`src/hdl/dafc_pkg.sv`:
```
package dafc_pkg;
   // register addresses on the serial control port
   localparam logic [9:0] ADDR_FEATURES = 10'h02A;
   localparam logic [9:0] ADDR_OUT_ASSIGN = 10'h02E;
   localparam logic [9:0] ADDR_SYNC_CTRL = 10'h100;
   localparam logic [9:0] ADDR_USER_CTRL_TWO = 10'h101;
   localparam logic [9:0] ADDR_QEC_CTRL_A = 10'h110;
   localparam logic [9:0] ADDR_QEC_CTRL_B = 10'h111;
   localparam logic [9:0] ADDR_GAIN_BW = 10'h112;
   localparam logic [9:0] ADDR_PHASE_BW = 10'h113;
   localparam logic [9:0] ADDR_DC_BW = 10'h114;
   localparam logic [9:0] ADDR_INIT_GAIN_LO = 10'h116;
   localparam logic [9:0] ADDR_INIT_GAIN_HI = 10'h117;
   localparam logic [9:0] ADDR_INIT_PHASE_LO = 10'h118;
   localparam logic [9:0] ADDR_INIT_PHASE_HI = 10'h119;
   localparam logic [9:0] ADDR_INIT_DCI_LO = 10'h11A;
   localparam logic [9:0] ADDR_INIT_DCI_HI = 10'h11B;
   localparam logic [9:0] ADDR_INIT_DCQ_LO = 10'h11C;
   localparam logic [9:0] ADDR_INIT_DCQ_HI = 10'h11D;
   // reset values
   localparam logic [7:0] RST_FEATURES = 8'h01;
   localparam logic [7:0] RST_SYNC_CTRL = 8'h01;
   localparam logic [7:0] RST_USER_CTRL_TWO = 8'h88;
   localparam logic [4:0] RST_LOOP_EXP = 5'h02;
   // writable masks; open bits read zero
   localparam logic [7:0] MASK_BIT0 = 8'h01;
   localparam logic [7:0] MASK_SYNC = 8'h07;
   localparam logic [7:0] MASK_USER_TWO = 8'h8D;
   localparam logic [7:0] MASK_QEC_A = 8'h3F;
   localparam logic [7:0] MASK_QEC_B = 8'h07;
   localparam logic [7:0] MASK_EXP = 8'h1F;
   localparam logic [7:0] MASK_GAIN_HI = 8'h7F;
   localparam logic [7:0] MASK_PHASE_HI = 8'h1F;
   localparam logic [7:0] MASK_DC_HI = 8'h3F;
   // field positions
   localparam int SYNC_MASTER = 0;
   localparam int SYNC_DIV_EN = 1;
   localparam int SYNC_ONE_SHOT = 2;
   localparam int USR_OE_PIN_EN = 7;
   localparam int USR_DETECT_EN = 3;
   localparam int USR_RUN_OSC = 2;
   localparam int USR_PULLDN_DIS = 0;
   localparam int QEC_GAIN = 0;
   localparam int QEC_PHASE = 1;
   localparam int QEC_DC = 2;
   localparam int QEC_FREEZE_OFS = 3;
   // channel index bits
   localparam int CH_A = 0;
   localparam int CH_B = 1;
endpackage : dafc_pkg

```
`src/hdl/dafc_regs.sv`:
```
// How it works
// - bit0 of features enables overrange pin
// - master sync bit gates all sync
// - divider sync needs both bits; continuous
// - one-shot: take first pulse, ignore rest
// - one-shot clears divider sync enable itself
// - user bit7 lets output-enable pin act
// - user bit3 enables slow-clock detector oscillator
// - user bit2 forces slow oscillator on
// - user bit0 disables data pin pull-down
// - freeze bits hold terms, stop estimation
// - separate gain, phase, dc enables
// - force dc selects initial I and Q
// - force phase selects initial phase
// - force gain selects initial gain
// - gain loop exponent, reset two
// - phase loop exponent, independent
// - dc loop exponent, independent
// - initial gain fifteen bits split
// - initial dc I,Q fourteen bits split
// - initial phase thirteen bits, force only
module dafc_regs (
   // clock and reset
   input wire logic mclk,
   input wire logic rst_n,
   // register port from serial control logic
   input wire logic reg_wr,
   input wire logic reg_rd,
   input wire logic [9:0] reg_addr,
   input wire logic [7:0] reg_wdata,
   input wire logic [1:0] chan_index,
   output logic [7:0] reg_rdata,
   output logic reg_rvalid,
   // sync input and divider alignment
   input wire logic sync_pulse,
   output logic div_align,
   // pin and oscillator status
   input wire logic output_enable_pin_n,
   input wire logic low_rate_detected,
   output logic outputs_enabled,
   output logic low_rate_oscillator_run,
   output logic data_pulldown_en,
   output logic [1:0] overrange_pin_en,
   output logic [1:0] chan_adc_select,
   // correction controls
   output logic [2:0] corr_enable,
   output logic [2:0] corr_freeze,
   output logic [2:0] estimate_run,
   output logic [2:0] corr_force,
   output logic [4:0] gain_loop_exponent,
   output logic [4:0] phase_loop_exponent,
   output logic [4:0] dc_loop_exponent,
   output logic [14:0] gain_init_value,
   output logic [12:0] phase_init_value,
   output logic [13:0] dc_i_init_value,
   output logic [13:0] dc_q_init_value
);
   logic [1:0] features_reg;
   logic [1:0] out_assign_reg;
   logic [7:0] sync_reg;
   logic [7:0] user_two_reg;
   logic [7:0] qec_a_reg;
   logic [7:0] qec_b_reg;
   logic [7:0] gain_bw_reg;
   logic [7:0] phase_bw_reg;
   logic [7:0] dc_bw_reg;
   logic [7:0] gain_lo_reg;
   logic [7:0] gain_hi_reg;
   logic [7:0] phase_lo_reg;
   logic [7:0] phase_hi_reg;
   logic [7:0] dci_lo_reg;
   logic [7:0] dci_hi_reg;
   logic [7:0] dcq_lo_reg;
   logic [7:0] dcq_hi_reg;
   logic sync_active;
   logic one_shot_hit;
   logic [7:0] rdata_next;

   // sync is live only with master and divider enables set
   assign sync_active = sync_reg[dafc_pkg::SYNC_MASTER] & sync_reg[dafc_pkg::SYNC_DIV_EN];
   assign one_shot_hit = sync_active & sync_reg[dafc_pkg::SYNC_ONE_SHOT] & sync_pulse;

   // per-channel local bits, written for indexed channels
   generate
      for (genvar ch = 0; ch < 2; ch++) begin : g_chan
         always_ff @(posedge mclk) begin
            if (!rst_n) begin
               features_reg[ch] <= dafc_pkg::RST_FEATURES[0];
               out_assign_reg[ch] <= (ch == dafc_pkg::CH_B);
            end else if (reg_wr && chan_index[ch]) begin
               if (reg_addr == dafc_pkg::ADDR_FEATURES) begin
                  features_reg[ch] <= reg_wdata[0];
               end
               if (reg_addr == dafc_pkg::ADDR_OUT_ASSIGN) begin
                  out_assign_reg[ch] <= reg_wdata[0];
               end
            end
         end
      end
   endgenerate

   // sync control; hardware clear of divider enable wins over a write
   always_ff @(posedge mclk) begin
      if (!rst_n) begin
         sync_reg <= dafc_pkg::RST_SYNC_CTRL;
      end else begin
         if (reg_wr && reg_addr == dafc_pkg::ADDR_SYNC_CTRL) begin
            sync_reg <= reg_wdata & dafc_pkg::MASK_SYNC;
         end
         if (one_shot_hit) begin
            sync_reg[dafc_pkg::SYNC_DIV_EN] <= 1'b0;
         end
      end
   end

   // user control and correction control registers
   always_ff @(posedge mclk) begin
      if (!rst_n) begin
         user_two_reg <= dafc_pkg::RST_USER_CTRL_TWO;
         qec_a_reg <= 8'h00;
         qec_b_reg <= 8'h00;
      end else if (reg_wr) begin
         case (reg_addr)
            dafc_pkg::ADDR_USER_CTRL_TWO: user_two_reg <= reg_wdata & dafc_pkg::MASK_USER_TWO;
            dafc_pkg::ADDR_QEC_CTRL_A: qec_a_reg <= reg_wdata & dafc_pkg::MASK_QEC_A;
            dafc_pkg::ADDR_QEC_CTRL_B: qec_b_reg <= reg_wdata & dafc_pkg::MASK_QEC_B;
            default: ;
         endcase
      end
   end

   // loop bandwidth exponents; open top bits dropped on write
   always_ff @(posedge mclk) begin
      if (!rst_n) begin
         gain_bw_reg <= {3'h0, dafc_pkg::RST_LOOP_EXP};
         phase_bw_reg <= {3'h0, dafc_pkg::RST_LOOP_EXP};
         dc_bw_reg <= {3'h0, dafc_pkg::RST_LOOP_EXP};
      end else if (reg_wr) begin
         case (reg_addr)
            dafc_pkg::ADDR_GAIN_BW: gain_bw_reg <= reg_wdata & dafc_pkg::MASK_EXP;
            dafc_pkg::ADDR_PHASE_BW: phase_bw_reg <= reg_wdata & dafc_pkg::MASK_EXP;
            dafc_pkg::ADDR_DC_BW: dc_bw_reg <= reg_wdata & dafc_pkg::MASK_EXP;
            default: ;
         endcase
      end
   end

   // initial correction values; each byte takes effect on its own
   always_ff @(posedge mclk) begin
      if (!rst_n) begin
         gain_lo_reg <= 8'h00;
         gain_hi_reg <= 8'h00;
         phase_lo_reg <= 8'h00;
         phase_hi_reg <= 8'h00;
         dci_lo_reg <= 8'h00;
         dci_hi_reg <= 8'h00;
         dcq_lo_reg <= 8'h00;
         dcq_hi_reg <= 8'h00;
      end else if (reg_wr) begin
         case (reg_addr)
            dafc_pkg::ADDR_INIT_GAIN_LO: gain_lo_reg <= reg_wdata;
            dafc_pkg::ADDR_INIT_GAIN_HI: gain_hi_reg <= reg_wdata & dafc_pkg::MASK_GAIN_HI;
            dafc_pkg::ADDR_INIT_PHASE_LO: phase_lo_reg <= reg_wdata;
            dafc_pkg::ADDR_INIT_PHASE_HI: phase_hi_reg <= reg_wdata & dafc_pkg::MASK_PHASE_HI;
            dafc_pkg::ADDR_INIT_DCI_LO: dci_lo_reg <= reg_wdata;
            dafc_pkg::ADDR_INIT_DCI_HI: dci_hi_reg <= reg_wdata & dafc_pkg::MASK_DC_HI;
            dafc_pkg::ADDR_INIT_DCQ_LO: dcq_lo_reg <= reg_wdata;
            dafc_pkg::ADDR_INIT_DCQ_HI: dcq_hi_reg <= reg_wdata & dafc_pkg::MASK_DC_HI;
            default: ;
         endcase
      end
   end

   // read mux; per-channel reads return the lowest indexed channel
   always_comb begin
      rdata_next = 8'h00;
      case (reg_addr)
         dafc_pkg::ADDR_FEATURES:
            rdata_next = {7'h00, chan_index[0] ? features_reg[0] : features_reg[1]};
         dafc_pkg::ADDR_OUT_ASSIGN:
            rdata_next = {7'h00, chan_index[0] ? out_assign_reg[0] : out_assign_reg[1]};
         dafc_pkg::ADDR_SYNC_CTRL: rdata_next = sync_reg;
         dafc_pkg::ADDR_USER_CTRL_TWO: rdata_next = user_two_reg;
         dafc_pkg::ADDR_QEC_CTRL_A: rdata_next = qec_a_reg;
         dafc_pkg::ADDR_QEC_CTRL_B: rdata_next = qec_b_reg;
         dafc_pkg::ADDR_GAIN_BW: rdata_next = gain_bw_reg;
         dafc_pkg::ADDR_PHASE_BW: rdata_next = phase_bw_reg;
         dafc_pkg::ADDR_DC_BW: rdata_next = dc_bw_reg;
         dafc_pkg::ADDR_INIT_GAIN_LO: rdata_next = gain_lo_reg;
         dafc_pkg::ADDR_INIT_GAIN_HI: rdata_next = gain_hi_reg;
         dafc_pkg::ADDR_INIT_PHASE_LO: rdata_next = phase_lo_reg;
         dafc_pkg::ADDR_INIT_PHASE_HI: rdata_next = phase_hi_reg;
         dafc_pkg::ADDR_INIT_DCI_LO: rdata_next = dci_lo_reg;
         dafc_pkg::ADDR_INIT_DCI_HI: rdata_next = dci_hi_reg;
         dafc_pkg::ADDR_INIT_DCQ_LO: rdata_next = dcq_lo_reg;
         dafc_pkg::ADDR_INIT_DCQ_HI: rdata_next = dcq_hi_reg;
         default: rdata_next = 8'h00;
      endcase
   end

   // read answer flag, one cycle after the strobe
   always_ff @(posedge mclk) begin
      if (!rst_n) begin
         reg_rvalid <= 1'b0;
      end else begin
         reg_rvalid <= reg_rd;
      end
   end

   // read data, held until the next read
   always_ff @(posedge mclk) begin
      if (!rst_n) begin
         reg_rdata <= 8'h00;
      end else if (reg_rd) begin
         reg_rdata <= rdata_next;
      end
   end

   // divider alignment pulse: continuous or first pulse only
   always_ff @(posedge mclk) begin
      if (!rst_n) begin
         div_align <= 1'b0;
      end else begin
         div_align <= sync_active & sync_pulse;
      end
   end

   // output-enable pin gates outputs only while its control bit is set
   always_ff @(posedge mclk) begin
      if (!rst_n) begin
         outputs_enabled <= 1'b1;
      end else begin
         outputs_enabled <= ~user_two_reg[dafc_pkg::USR_OE_PIN_EN] | ~output_enable_pin_n;
      end
   end

   // slow oscillator: forced on, or started by the rate detector
   always_ff @(posedge mclk) begin
      if (!rst_n) begin
         low_rate_oscillator_run <= 1'b0;
      end else begin
         low_rate_oscillator_run <= user_two_reg[dafc_pkg::USR_RUN_OSC] |
            (user_two_reg[dafc_pkg::USR_DETECT_EN] & low_rate_detected);
      end
   end

   // data pin pull-down, on unless disabled
   always_ff @(posedge mclk) begin
      if (!rst_n) begin
         data_pulldown_en <= 1'b1;
      end else begin
         data_pulldown_en <= ~user_two_reg[dafc_pkg::USR_PULLDN_DIS];
      end
   end

   // overrange pin enable per channel
   always_ff @(posedge mclk) begin
      if (!rst_n) begin
         overrange_pin_en <= 2'h3;
      end else begin
         overrange_pin_en <= features_reg;
      end
   end

   // converter routed to each output channel
   always_ff @(posedge mclk) begin
      if (!rst_n) begin
         chan_adc_select <= 2'h2;
      end else begin
         chan_adc_select <= out_assign_reg;
      end
   end

   // correction enables, dc, phase, gain from high to low
   always_ff @(posedge mclk) begin
      if (!rst_n) begin
         corr_enable <= 3'h0;
      end else begin
         corr_enable <= qec_a_reg[2:0];
      end
   end

   // freeze bits hold each correction term
   always_ff @(posedge mclk) begin
      if (!rst_n) begin
         corr_freeze <= 3'h0;
      end else begin
         corr_freeze <= qec_a_reg[5:3];
      end
   end

   // estimation runs for enabled terms that are not frozen
   always_ff @(posedge mclk) begin
      if (!rst_n) begin
         estimate_run <= 3'h0;
      end else begin
         estimate_run <= qec_a_reg[2:0] & ~qec_a_reg[5:3];
      end
   end

   // force bits select the static initial values
   always_ff @(posedge mclk) begin
      if (!rst_n) begin
         corr_force <= 3'h0;
      end else begin
         corr_force <= qec_b_reg[2:0];
      end
   end

   // gain loop time constant
   always_ff @(posedge mclk) begin
      if (!rst_n) begin
         gain_loop_exponent <= dafc_pkg::RST_LOOP_EXP;
      end else begin
         gain_loop_exponent <= gain_bw_reg[4:0];
      end
   end

   // phase loop time constant
   always_ff @(posedge mclk) begin
      if (!rst_n) begin
         phase_loop_exponent <= dafc_pkg::RST_LOOP_EXP;
      end else begin
         phase_loop_exponent <= phase_bw_reg[4:0];
      end
   end

   // dc loop time constant
   always_ff @(posedge mclk) begin
      if (!rst_n) begin
         dc_loop_exponent <= dafc_pkg::RST_LOOP_EXP;
      end else begin
         dc_loop_exponent <= dc_bw_reg[4:0];
      end
   end

   // initial gain, presented only when forced
   always_ff @(posedge mclk) begin
      if (!rst_n) begin
         gain_init_value <= 15'h0000;
      end else begin
         gain_init_value <= qec_b_reg[dafc_pkg::QEC_GAIN] ?
            {gain_hi_reg[6:0], gain_lo_reg} : 15'h0000;
      end
   end

   // initial phase, presented only when forced
   always_ff @(posedge mclk) begin
      if (!rst_n) begin
         phase_init_value <= 13'h0000;
      end else begin
         phase_init_value <= qec_b_reg[dafc_pkg::QEC_PHASE] ?
            {phase_hi_reg[4:0], phase_lo_reg} : 13'h0000;
      end
   end

   // initial dc for I, presented only when forced
   always_ff @(posedge mclk) begin
      if (!rst_n) begin
         dc_i_init_value <= 14'h0000;
      end else begin
         dc_i_init_value <= qec_b_reg[dafc_pkg::QEC_DC] ?
            {dci_hi_reg[5:0], dci_lo_reg} : 14'h0000;
      end
   end

   // initial dc for Q, presented only when forced
   always_ff @(posedge mclk) begin
      if (!rst_n) begin
         dc_q_init_value <= 14'h0000;
      end else begin
         dc_q_init_value <= qec_b_reg[dafc_pkg::QEC_DC] ?
            {dcq_hi_reg[5:0], dcq_lo_reg} : 14'h0000;
      end
   end
endmodule : dafc_regs

```
`config.mk`:
```
export PLATFORM = sky130hd
export DESIGN_NAME = dafc_regs
export DESIGN_NICKNAME = d
export VERILOG_FILES = /design/src/hdl/dafc_pkg.sv /design/src/hdl/dafc_regs.sv
export SDC_FILE = /design/constraint.sdc
export NUM_CORES = 1
export LEC_CHECK = 0
export BUFFER_PORTS_ARGS = -buffer_cell sky130_fd_sc_hd__buf_4
export CAP_MARGIN = 5
export CORE_ASPECT_RATIO = 0.7
export CORE_MARGIN = 1
export CORE_UTILIZATION = 55
export DETAILED_ROUTE_END_ITERATION = 8
export PLACE_DENSITY_LB_ADDON = 0.05
export SLEW_MARGIN = 20
export SYNTH_ARGS = -nofsm -noshare
export SYNTH_HDL_FRONTEND = slang
export SYNTH_SLANG_ARGS = --single-unit
```
`constraint.sdc`:
```
create_clock -name mclk -period 2.23 [get_ports mclk]
set_input_delay 0.223 -clock mclk [delete_from_list [all_inputs] [get_ports mclk]]
set_output_delay 0.223 -clock mclk [all_outputs]
set_load 0.1 [all_outputs]
```
==> flow_metrics.tcl <==
set metrics [dict create \
    wire_per_inst_um 20.04 \
    synth_top_area_cell "dfxtp_1" \
    grt_overflow 0 \
    end_kind "register" \
    holdPathEnd "reg_rdata[0]" \
    setup_slack_ps 470.7 \
    peakVddDrop_mv 0.5067 \
    cts_sinks 191 \
    slew_headroom 0.5943 \
    synth_xor_area_frac 0.001175 \
    core_area_um2 13180 \
    die_h_um 99.41 \
    ys_warn_count 0 \
    port_buffers 126 \
    via_count 5777 \
    htreeDepth 4 \
    synth_area_per_cell_um2 10.30 \
    num_antenna_cells 0 \
    fill_cells 1033 \
    synth_fa_ha_area_frac 0 \
    grt_pass1_wl_um 31530 \
    largest_reg_flops 15 \
    async_reset_ff_frac 0 \
    path_class "in -> reg" \
    area_delta_synth_final_pct 22.42 \
    yosysTopAreaCellShare 0.5129 \
    synth_top_family_by_area "simple AND/OR/NAND/NOR gates" \
    cp_cell_sequence "buf_4 -> and2b_1 -> and4_1 -> and3_1 -> mux2i_1 -> nor2b_1" \
    synth_cells 724 \
    drt.antenna.violating_nets 0 \
    drt_first_pass_iters 7 \
    fin_skew_ps 9.362 \
    cts_tree "built" \
    post_cts_buffers 0 \
    ios 127 \
    cp.buffers_inverters 1 \
    maxCapViolCount 0 \
    routed_wl_um 20620 \
    clk_latency_ps 420 \
    setup-violations-final 0 \
    rrSetupSlack_ps 720 \
    drive_above_1_share 0.2417 \
    synth_common_cells "dfxtp_1, mux2i_1, nor2b_1, and3_1, nand2_1" \
    top_regs "gain_init_value x15, dc_i_init_value x14, dc_q_init_value x14" \
    synth_cell_types 63 \
    synth_edf_count 0 \
    layout_worst_path_cycle_share 0.7889 \
    synth_flop_cell "dfxtp_1" \
    holdWs_ps 55.17 \
    path_delay_family "simple AND/OR/NAND/NOR gates" \
    die_w_um 141.2 \
    required_ps 2550 \
    hold_viol_final 0 \
    startpoint_type "input pin" \
    p_leak_nw 4.154 \
    slowest_delay_ps 470 \
    critPathSlowestCell "and4_1" \
    clkTransAtPathRegs_ps 70 \
    grt_pass1_vias 5428 \
    hp-class "in -> reg" \
    netlist_area_um2 7455 \
    hold_depth 2 \
    max_slew.worst_pin.slew_ps 608.5 \
    cts_buffer_depth 2 \
    max_freq_ghz 0.5684 \
    rr_startpoint "qec_b_reg[1]" \
    row_count 35 \
    post-place-ws_ps 97.39 \
    hp-start "reg_rd" \
    antenna_found_initial 0 \
    arrival_ps 2080 \
    period_needed_ps 1759 \
    track_usage 0.3032 \
    synth-simple-area-share 0.2380 \
    start_util 0.5655 \
    synth_seq_cells 191 \
    ys_seq_area_frac 0.5129 \
    regMostFlops "gain_init_value" \
    synth_most_common_cell "dfxtp_1" \
    syn_nets 751 \
    synth_compound_area_frac 0.07788 \
    slew_violations 0 \
    status "completed" \
    r2r_cells 4 \
    dieArea_um2 14030 \
    drc 0 \
    p_per_area_nw_per_um2 743.4 \
    synth_mux_area_frac 0.1319 \
    root_buffer "clkbuf_16" \
    grt_max_degree 84 \
    drt-initial-drc-count 401 \
    dpl.hpwl_um 14330 \
    ys_top_cells_by_area "dfxtp_1, mux2i_1, nor2b_1, and3_1, nand2_1" \
    final_nets 858 \
    cts_buffers 17 \
    via_per_inst 5.614 \
    critPathMaxFanout 21 \
    tns_ps 0 \
    grt_setup_unrepaired "false" \
    r2r_end "reg_rdata[1]" \
    place_congestion 0.9181 \
]
[final cells by class]
cell class | count | area (um2) | share of cell area
multi-input cells | 471 | 3347 | 0.3667
repair buffers | 149 | 1121 | 0.1228
clock inverters | 14 | 170.2 | 0.01865
well taps | 185 | 231.5 | 0.02536
clock buffers | 18 | 429.2 | 0.04703
inverters | 1 | 3.754 | 0.0004113
flip-flops and latches | 191 | 3824 | 0.4190
[logic make-up after synthesis]
logic type | Yosys count
DFF | 191
AOI/OAI and AO/OA | 74
muxes | 97
xor gates and xnor gates | 1
buffers and inverters | 62
and+or+nand+nor | 299
[cell usage in the layout (no fill, tap or decap), drive strengths merged, types with 2 or more instances in the layout]
| cell type | count |
|---|---|
| nand2b | 9 |
| nand4 | 6 |
| inv | 7 |
| o32ai | 2 |
| mux2 | 10 |
| a22oi | 5 |
| a31oi | 4 |
| and2b | 2 |
| and3 | 65 |
| nand3b | 3 |
| a32o | 3 |
| clkinv | 6 |
| a222oi | 3 |
| clkbuf | 18 |
| nor3 | 5 |
| mux2i | 87 |
| and4 | 6 |
| o31ai | 2 |
| nor3b | 4 |
| nand3 | 26 |
| a21oi | 5 |
| nand2 | 60 |
| o22ai | 3 |
| a311oi | 2 |
| a21boi | 16 |
| a22o | 3 |
| and2 | 27 |
| nor2b | 75 |
| nor2 | 6 |
| buf | 148 |
| dfxtp | 191 |
| o21ai | 10 |
| a32oi | 4 |
[report_power, final]
part           leakage [nW]  switching [mW]  total, mW  internal [mW]
logic                  2.33           0.224      0.331          0.107
registers              1.54         0.00218       3.41           3.41
clock network         0.290            1.43       3.04           1.61
[worst max-delay path by stage]
| stage | startpoint | cells past startpoint | slack (ps) | to |
|---|---|---|---|---|
| finish | reg_addr[2] | 6 | 470 | dci_hi_reg[1] |
| global route | reg_addr[2] | 6 | 340 | dci_hi_reg[2] |
| CTS | reg_addr[0] | 6 | 530 | user_two_reg[3] |
| detailed placement | reg_addr[2] | 6 | 100 | dci_hi_reg[4] |
| global placement | reg_addr[2] | 6 | 90 | dci_hi_reg[5] |
| floorplan | reg_addr[1] | 7 | 580 | reg_rdata[0] |
[per-stage QoR]
| stage | instance area [um2] | util | cells | total power, mW |
|---|---|---|---|---|
| after floorplan | 7455 | - | 724 | 3.690 |
| after global placement | 8517 | 0.6461 | 996 | 3.815 |
| after detailed placement | 8517 | 0.6461 | 996 | 3.816 |
| after CTS | 9126 | 0.6924 | 1029 | 6.800 |
| after global routing | 9126 | 0.6924 | 1029 | 6.963 |
| final | 9126 | 0.6924 | 1029 | 6.784 |
[what timing repair did]
item / 4_1_cts / 5_1_grt
hold endpoints to repair: 1 / 0
hold buffers: 1 / 0
resized for setup: 0 / 0
[layer usage]
| metal | routed length (um) | GRT usage |
|---|---|---|
| met1 | 9630 | 0.4226 |
| met2 | 9104 | 0.4642 |
| met3 | 1689 | 0.08811 |
| met4 | 198 | 0.07023 |
| met5 | 0 | 0 |
[worst reg2reg max path: cells and delay by family (launching register included)]
| kind | cells | cell delay (ps) |
|---|---|---|
| muxes | 1 | 240 |
| DFF | 1 | 620 |
| AOI/OAI and AO/OA | 3 | 580 |
Power figures use the tool's default switching activity.
